### src/ccef_pkg.sv
// ccef_pkg: register map, field positions and reset values of the comparator control bank.
// assumes: used by the control bank top and its per-comparator channel module.
`default_nettype none

package ccef_pkg;

  // comparator count
  localparam int unsigned NUM_COMP = 2;

  // register byte addresses on the wishbone bus (two bytes apart, so 8'h9a is not word aligned)
  localparam logic [7:0] COMP_A_CTRL_ADDR = 8'h98;
  localparam logic [7:0] COMP_B_CTRL_ADDR = 8'h9a;
  localparam logic [7:0] COMP_B_CTRL_IDX = 8'h9a;

  // field positions inside comparator_control_reg
  localparam int unsigned NEG_HYST_LSB = 0;
  localparam int unsigned POS_HYST_LSB = 2;
  localparam int unsigned FALL_FLAG_BIT = 4;
  localparam int unsigned RISE_FLAG_BIT = 5;
  localparam int unsigned OUT_STATE_BIT = 6;
  localparam int unsigned ENABLE_BIT = 7;

  // reset value of every control register
  localparam logic [7:0] CTRL_RESET = 8'h00;
  localparam logic [1:0] HYST_RESET = 2'h0;

  // hysteresis codes: 00 off, 01 5 mV, 10 10 mV, 11 20 mV
  typedef enum logic [1:0] {
    HYST_OFF = 2'h0,
    HYST_5MV = 2'h1,
    HYST_10MV = 2'h2,
    HYST_20MV = 2'h3
  } ccef_hyst_type;

  // depth of the input synchroniser
  localparam int unsigned SYNC_STAGES = 2;

endpackage : ccef_pkg

`default_nettype wire

### src/ccef_chan_if.sv
// ccef_chan_if: bundle between the register bank and one comparator channel.
// assumes: one instance per comparator, driven on a single clock.
`timescale 1ns/1ps
`default_nettype none

interface ccef_chan_if;
  logic wr_en;
  logic [7:0] wr_data;
  logic [7:0] rd_data;
  logic enable;
  logic [1:0] pos_hyst;
  logic [1:0] neg_hyst;

  // bank side writes and reads
  modport bank (output wr_en, output wr_data, input rd_data, input enable,
                input pos_hyst, input neg_hyst);
  // channel side holds the state
  modport chan (input wr_en, input wr_data, output rd_data, output enable,
                output pos_hyst, output neg_hyst);
endinterface : ccef_chan_if

`default_nettype wire

### src/ccef_chan.sv
// ccef_chan: one comparator's control register, synchroniser and sticky edge flags.
// assumes: cmp_out_i is asynchronous; writes arrive as single-cycle strobes.
`timescale 1ns/1ps
`default_nettype none

module ccef_chan (
  // clock and reset
  input wire logic clk_i,
  input wire logic rst_i,
  // raw comparator output from the analog core
  input wire logic cmp_out_i,
  // register side
  ccef_chan_if.chan ch,
  // one-cycle edge events toward the interrupt logic
  output logic rise_evt_o,
  output logic fall_evt_o
);

  ////////////////////////////////////////////////////////////////////////////
  // state
  logic [ccef_pkg::SYNC_STAGES-1:0] sync_r, sync_nxt;
  logic prev_r, prev_nxt;
  logic en_r, en_nxt;
  logic rise_r, rise_nxt;
  logic fall_r, fall_nxt;
  logic [1:0] pos_r, pos_nxt;
  logic [1:0] neg_r, neg_nxt;
  logic out_s;
  logic rise_det;
  logic fall_det;

  ////////////////////////////////////////////////////////////////////////////
  // next-state logic
  always_comb begin
    // two flops before anyone looks at the comparator output
    sync_nxt = {sync_r[ccef_pkg::SYNC_STAGES-2:0], cmp_out_i}; // RULE12
    out_s = sync_r[ccef_pkg::SYNC_STAGES-1];
    prev_nxt = out_s;
    // edges only count while enabled; prev tracks always so enabling adds no edge
    rise_det = en_r & out_s & ~prev_r; // RULE12
    fall_det = en_r & ~out_s & prev_r; // RULE12
    en_nxt = en_r;
    pos_nxt = pos_r;
    neg_nxt = neg_r;
    rise_nxt = rise_r;
    fall_nxt = fall_r;
    if (ch.wr_en) begin
      en_nxt = ch.wr_data[ccef_pkg::ENABLE_BIT]; // RULE10
      pos_nxt = ch.wr_data[ccef_pkg::POS_HYST_LSB +: 2]; // RULE4
      neg_nxt = ch.wr_data[ccef_pkg::NEG_HYST_LSB +: 2]; // RULE3
      rise_nxt = ch.wr_data[ccef_pkg::RISE_FLAG_BIT]; // RULE8
      fall_nxt = ch.wr_data[ccef_pkg::FALL_FLAG_BIT]; // RULE8
    end
    // a set in the same cycle as a software clear wins
    if (rise_det) begin
      rise_nxt = 1'b1; // RULE7
    end
    if (fall_det) begin
      fall_nxt = 1'b1; // RULE6
    end
  end

  ////////////////////////////////////////////////////////////////////////////
  // registers
  always_ff @(posedge clk_i) begin
    if (rst_i) begin
      sync_r <= '0;
      prev_r <= 1'b0;
      en_r <= ccef_pkg::CTRL_RESET[ccef_pkg::ENABLE_BIT]; // RULE10
      pos_r <= ccef_pkg::HYST_RESET;
      neg_r <= ccef_pkg::HYST_RESET;
      rise_r <= 1'b0;
      fall_r <= 1'b0;
    end else begin
      sync_r <= sync_nxt;
      prev_r <= prev_nxt;
      en_r <= en_nxt;
      pos_r <= pos_nxt;
      neg_r <= neg_nxt;
      rise_r <= rise_nxt;
      fall_r <= fall_nxt;
    end
  end

  ////////////////////////////////////////////////////////////////////////////
  // outputs
  assign ch.enable = en_r;
  assign ch.pos_hyst = pos_r; // RULE2
  assign ch.neg_hyst = neg_r; // RULE2
  // bit 6 always shows the live synchronised output
  assign ch.rd_data = {en_r, out_s, rise_r, fall_r, pos_r, neg_r}; // RULE9
  assign rise_evt_o = rise_det; // RULE5
  assign fall_evt_o = fall_det; // RULE5

endmodule : ccef_chan

`default_nettype wire

### src/ccef_top.sv
// ccef_top: wishbone register bank for two voltage comparators with sticky edge flags.
// assumes: classic wishbone master on clk_i; comparator outputs are asynchronous pins.
//
// Overview of operation
// [RULE1] two comparators, zero and one, each with its own identical control register
// [RULE2] the four low bits hold hysteresis and drive the analog selection inputs
// [RULE3] bits 1-0 pick negative hysteresis: off, 5 mV, 10 mV or 20 mV
// [RULE4] bits 3-2 pick positive hysteresis with the same four codes
// [RULE5] each rising and each falling output transition can raise an interrupt request
// [RULE6] a falling output transition sets the fall flag in bit 4
// [RULE7] a rising output transition sets the rise flag in bit 5
// [RULE8] edge flags stay set until software writes them clear; hardware never clears
// [RULE9] bit 6 is read-only and shows the present comparator output state
// [RULE10] bit 7 enables the comparator; register resets to all zeros
// [RULE11] software clears both flags shortly after enabling or changing settings
// [RULE12] output is synchronised by two flops; edges detected only while enabled
`timescale 1ns/1ps
`default_nettype none

module ccef_top (
  // clock and reset
  input wire logic clk_i,
  input wire logic rst_i,
  // classic wishbone slave
  input wire logic cyc_i,
  input wire logic stb_i,
  input wire logic we_i,
  input wire logic [7:0] adr_i,
  input wire logic [3:0] sel_i,
  input wire logic [31:0] dat_i,
  output logic [31:0] dat_o,
  output logic ack_o,
  output logic err_o,
  // analog comparator cores
  input wire logic [ccef_pkg::NUM_COMP-1:0] cmp_out_i,
  output logic [ccef_pkg::NUM_COMP-1:0] cmp_enable_o,
  output logic [2*ccef_pkg::NUM_COMP-1:0] pos_hyst_select_o,
  output logic [2*ccef_pkg::NUM_COMP-1:0] neg_hyst_select_o,
  // edge interrupt requests, one-cycle pulses per comparator
  output logic [ccef_pkg::NUM_COMP-1:0] rise_irq_o,
  output logic [ccef_pkg::NUM_COMP-1:0] fall_irq_o
);

  ////////////////////////////////////////////////////////////////////////////
  // bus decode
  logic req;
  logic [ccef_pkg::NUM_COMP-1:0] hit;
  logic any_hit;
  logic ack_r, ack_nxt;
  logic err_r, err_nxt;
  logic [31:0] dat_r, dat_nxt;
  logic [7:0] rd_mux;
  logic [ccef_pkg::NUM_COMP-1:0][7:0] rd_bus;

  // a new request only when no answer is standing, so each access acks once
  assign req = cyc_i & stb_i & ~ack_r & ~err_r;
  assign hit[0] = (adr_i == ccef_pkg::COMP_A_CTRL_ADDR); // RULE1
  assign hit[1] = (adr_i == ccef_pkg::COMP_B_CTRL_ADDR); // RULE1
  assign any_hit = |hit;

  ////////////////////////////////////////////////////////////////////////////
  // per-comparator channels
  genvar g;
  generate
    for (g = 0; g < ccef_pkg::NUM_COMP; g++) begin : g_chan
      ccef_chan_if cif ();
      // writes need lane 0, which holds the whole 8-bit register
      assign cif.wr_en = req & we_i & hit[g] & sel_i[0];
      assign cif.wr_data = dat_i[7:0];
      assign rd_bus[g] = cif.rd_data;
      assign cmp_enable_o[g] = cif.enable; // RULE10
      assign pos_hyst_select_o[2*g +: 2] = cif.pos_hyst; // RULE4
      assign neg_hyst_select_o[2*g +: 2] = cif.neg_hyst; // RULE3
      ccef_chan u_chan (
        .clk_i (clk_i),
        .rst_i (rst_i),
        .cmp_out_i (cmp_out_i[g]),
        .ch (cif.chan),
        .rise_evt_o (rise_irq_o[g]),
        .fall_evt_o (fall_irq_o[g])
      );
    end
  endgenerate

  ////////////////////////////////////////////////////////////////////////////
  // answer logic: ack one cycle after the request, err on unmapped addresses
  always_comb begin
    rd_mux = 8'h00;
    for (int i = 0; i < ccef_pkg::NUM_COMP; i++) begin
      if (hit[i]) begin
        rd_mux = rd_bus[i]; // RULE9
      end
    end
    ack_nxt = req & any_hit;
    err_nxt = req & ~any_hit;
    dat_nxt = dat_r;
    if (req & any_hit & ~we_i) begin
      dat_nxt = {24'h000000, rd_mux};
    end
  end

  always_ff @(posedge clk_i) begin
    if (rst_i) begin
      ack_r <= 1'b0;
      err_r <= 1'b0;
      dat_r <= 32'h00000000;
    end else begin
      ack_r <= ack_nxt;
      err_r <= err_nxt;
      dat_r <= dat_nxt;
    end
  end

  assign ack_o = ack_r;
  assign err_o = err_r;
  assign dat_o = dat_r;

endmodule : ccef_top

`default_nettype wire

### config.mk
export PLATFORM = sky130hd
export DESIGN_NAME = ccef_top
export DESIGN_NICKNAME = d
export VERILOG_FILES = /design/src/ccef_pkg.sv /design/src/ccef_chan_if.sv /design/src/ccef_chan.sv /design/src/ccef_top.sv
export SDC_FILE = /design/constraint.sdc
export NUM_CORES = 1
export LEC_CHECK = 0
export ABC_CLOCK_PERIOD_IN_PS = 1800
export BUFFER_PORTS_ARGS = -buffer_cell sky130_fd_sc_hd__buf_2
export CAP_MARGIN = 25
export CORE_ASPECT_RATIO = 0.8
export CORE_MARGIN = 4
export CORE_UTILIZATION = 38
export CTS_CLUSTER_SIZE = 40
export DETAILED_ROUTE_END_ITERATION = 8
export MAX_ROUTING_LAYER = met4
export PLACE_DENSITY = 0.72
export SETUP_SLACK_MARGIN = 0.4
export SYNTH_ARGS = -nofsm -noshare
export SYNTH_HDL_FRONTEND = slang
export SYNTH_SLANG_ARGS = --single-unit
### constraint.sdc
create_clock -name clk_i -period 1.8 [get_ports clk_i]
set_input_delay 0.18 -clock clk_i [delete_from_list [all_inputs] [get_ports clk_i]]
set_output_delay 0.18 -clock clk_i [all_outputs]
set_load 0.005 [all_outputs]
Word-level counts from Yosys, hierarchy flattened --
Index checks and enable logic that the tools add are counted.
Word-level totals: register bits after elaboration 30, logic and storage cells 61
Cells by class: eq/ne operators 2, mux-type cells 10, bitwise logic cells 27, reduce and logical (&&, ||, !) cells 5
Operators with widths (count):
- 1-bit bitwise AND | 19
- 8-bit equality test (second input constant) | 2
- 8-bit two-way mux | 2
- 1-bit two-way mux | 8
- 1-bit inverter | 8
- 2-bit nonzero test | 4
- 2-bit OR reduction | 1

Logic depth before layout (Yosys ltp) --
word-level depth 8, gate-level depth with buffers 6, gate-level depth less buffers 4

Cells and area by module --
A second synthesis with hierarchy kept.
Second synthesis, totals: cells, all modules 169, area total of the unflattened synthesis 1746.7 sq um
By module, submodules not included:
- ccef_top | instances 1, cells each 89, area an instance 900.9 sq um, sequential area each 200.2 sq um
- ccef_chan | instances 2, cells each 40, area an instance 422.9 sq um, sequential area each 200.2 sq um

Worst setup path before layout --
OpenSTA, ideal clock, no wires.
path kind input to register, from input port adr_i[2], to register g_chan[0].u_chan.fall_r, setup time 0.115 ns, data arrival time 1.786 ns, required time 1.685 ns, setup slack -0.101 ns, stages 6, buffers on the path 2, cells stage by stage or3b_1 -> buf_6 -> or4_4 -> buf_6 -> mux2_4 -> o21ba_1
Between the ends: longest elaborated chain between the ends 4
Ends and longest elaborated chain:
- start: declaration | RTL line ccef_top.sv:28 | input wire logic [7:0] adr_i,
- 8-bit equality test | RTL line ccef_top.sv:57 | assign hit[0] = (adr_i == ccef_pkg::COMP_A_CTRL_ADDR);
- 1-bit bitwise AND (2 in series) | RTL line ccef_top.sv:68 | assign cif.wr_en = req & we_i & hit[g] & sel_i[0];
- 2-bit nonzero test (no source line)
- end signal: assignment | RTL line ccef_chan.sv:81 | fall_r <= fall_nxt;
- end: declaration | RTL line ccef_chan.sv:25 | logic fall_r, fall_nxt;
No other way between the ends. A chain may end at the register's enable or synchronous reset.

Worst setup path after layout --
from register err_r (netlist: err_o), to register g_chan[0].u_chan.fall_r
Between the ends: longest elaborated chain between the ends 6
Ends and longest elaborated chain:
- start: declaration | RTL line ccef_top.sv:50 | logic err_r, err_nxt;
- start signal: assignment | RTL line ccef_top.sv:109 | err_r <= err_nxt;
- 1-bit inverter | RTL line ccef_top.sv:56 | assign req = cyc_i & stb_i & ~ack_r & ~err_r;
- 1-bit bitwise AND | RTL line ccef_top.sv:56
- 1-bit bitwise AND (3 in series) | RTL line ccef_top.sv:68
- 2-bit nonzero test (no source line)
No other way between the ends.

==> run summary <==
outcome - complete, no violations
drt wl/cell - 11.90 um
Hold Crit Class - input port to register
CTS H-tree depth - 2
Core ar. - 3854 um2
sequential element share of the synthesized area - 38.93%
Setup-failing EPs final - 0
Skew-Pair Late Insertion Delay - 280 ps
Fin Hold WS - 109.8 ps
met2 Usage GRT - 19.96%
min cycle time layout - 1623 ps
Post-Syn Area - 1543 um2
Seq cells post-synth - 30
Post-route DRC - 0
I/O pin count - 99
final worst slack - 177.3 ps
DR vias/cell - 4.244
PwrDens - 694.1 nW/um2
initial core utilization - 40.03%
CTS root buffer - clkbuf_8
Post-synth top flop - dfxtp_1
Yosys top cell by area - dfxtp_1
Syn Area/Cell - 9.465 um2
Layout area overhead - 17.19%
GRT overflow - 0
vias in the first global route - 1,091
num rows - 20
required time worst endpoint - 1980 ps
CTS buffer count - 5
first-pass GRT wire length - 4795 um
unrepaired setup endpoints after global routing - true
largest net degree at the start of global routing - 31
die width - 79.24 um
Die Y-Extent - 64.99 um
busiest grt layer - met2
most frequent cells after synthesis - 38 x buf_4, 30 x dfxtp_1, 12 x mux2i_1, 11 x nor2_1
Yosys top cell area share - 38.93%
Clock Sinks - 30
worst hold path cell count - 2
TritonRoute pass-1 iters - 3
Worst slew margin - 65.40%
WP data arrival - 1800 ps
cell with the most instances after synthesis - buf_4
share of layout cells above drive strength 1 - 45.32%
Leakage - 0.8939 nW
Final Hold Vio Count - 0
Via Count - 1,095
WL final - 3071 um
crit start category - register
number of hold buffers added after CTS - 0
maximum clock rate - 0.6163 GHz
GR Layer Usage met1 - 13.38%
synth unique cells - 27
max_cap viols - 0
grt met3 use - 6.389%
die area - 5149 um2
CP Max Fanout - 2
post-layout net count - 254
synth warn - 0
antenna violations before repair - 0
gr usage total - 12.32%
total power - 1.255 mW
final-report max-slew violation count - 0
drt initial violations - 13
Layout Skew - 7.988 ps
Setup CP Type - register to register
CP endpoint kind - register
Post-Syn Instances - 163
Peak VDD IR - 517.5 uV
Slew @ Worst Pin - 519.0 ps
Reg2Reg Depth - 4
Fin Setup TNS - 0 ps
largest cells by area after synthesis - dfxtp_1 39%, buf_4 18%, mux2i_1 7.8%
DRT antenna net count - 0
ant diodes - 0
gpl congestion - 0.7562
clock buffer depth - 2
Place WS - -7.858 ps
Async S/R FF share, synth - 0%
number of synthesized flops with an enable pin - 0
# port buffers - 46
CTS clk-pin slew, worst paths - 60 ps
post-DP HPWL - 2346 um
CTS tree - done
crit share post-route - 90.15%
[cell type report]
type,instances,area (um2)
fillers,419,2046
inverters,2,7.507
repair buffers,56,312.8
multi-input cells,108,732.0
clock buffers,5,68.82
well taps,55,68.82
clock inverters,2,10.01
flip-flops and latches,30,608.1
[worst paths after layout]
kind                                         start                                    end  slack, ps
max reg2reg                       err_o$_SDFF_PP0_   g_chan[0].u_chan.fall_r$_SDFFE_PP0P_        180
max                               err_o$_SDFF_PP0_   g_chan[0].u_chan.fall_r$_SDFFE_PP0P_        180
min reg2reg  g_chan[1].u_chan.sync_r[0]$_SDFF_PP0_  g_chan[1].u_chan.sync_r[1]$_SDFF_PP0_        440
min                                   cmp_out_i[1]  g_chan[1].u_chan.sync_r[0]$_SDFF_PP0_        110
[worst max-delay path, cell delays in order (launching register included)]
cell       delay [ps]
dfxtp_2           320
nand4bb_4         210
or4_4             520
mux2_4            310
o21ba_1           160
[flip-flops by register name (all words and copies together) (netlist names)]
register,count
err_o,1
g_chan.u_chan.ch.neg_hyst,4
g_chan.u_chan.ch.enable,2
g_chan.u_chan.rise_r,2
g_chan.u_chan.ch.pos_hyst,4
dat_o,8
g_chan.u_chan.fall_r,2
g_chan.u_chan.sync_r,4
ack_o,1
g_chan.u_chan.prev_r,2
[power breakdown]
group	leakage (nW)	switching (mW)	internal (mW)
sequential	0.245	0.00258	0.669
clock	0.0438	0.239	0.259
combinational	0.605	0.0472	0.0381
[layout by cell type, fill, tap and decap left out, types with 2 or more instances in the layout]
cell,netlist,layout
dfxtp_2,0,3
inv_1,2,2
conb_1,1,24
mux2i_1,12,12
or2_2,2,2
nor2_1,11,11
buf_2,0,46
nor2b_1,6,6
buf_4,38,8
nand3_1,9,9
and3b_1,2,2
clkbuf_8,0,5
mux2_4,1,2
a21oi_1,10,10
buf_6,2,2
nand2_1,10,3
dfxtp_1,30,26
or4_4,1,2
nand2_2,0,7
mux2_2,9,8
clkinv_2,0,2
[kinds of logic (layout without fill, tap and decap cells)]
| family | after synthesis | after routing | share of synthesized area (%) |
|---|---|---|---|
| flip-flops | 30 | 30 | 38.93 |
| multiplexers | 22 | 22 | 15.33 |
| other | 1 | 24 | 0.2431 |
| buffers and inverters | 48 | 65 | 21.90 |
| AND/OR/NAND/NOR | 50 | 50 | 19.06 |
| AO/OA/AOI/OAI | 12 | 12 | 4.542 |
[per-layer routing]
| layer | vias up | share of wire [%] |
|---|---|---|
| met5 | - | 0 |
| met4 | 0 | 1.2 |
| met3 | 6 | 9.5 |
| met2 | 40 | 46 |
| met1 | 490 | 43 |
| li1 | 559 | - |
[what timing repair did]
action,CTS,global route
setup buffers,0,1
resized for setup,4,11
endpoints found under the setup margin,22,24
[metrics by stage]
step           std cells  instance area (um2)  utilization, %
2_1_floorplan        186                 1660               -
3_3_place_gp         250                 1685           43.73
4_1_cts              257                 1777           46.10
3_5_place_dp         250                 1685           43.73
5_1_grt              258                 1808           46.92
6_report             258                 1808           46.92
Note: power is estimated with default switching activity, not from simulation.
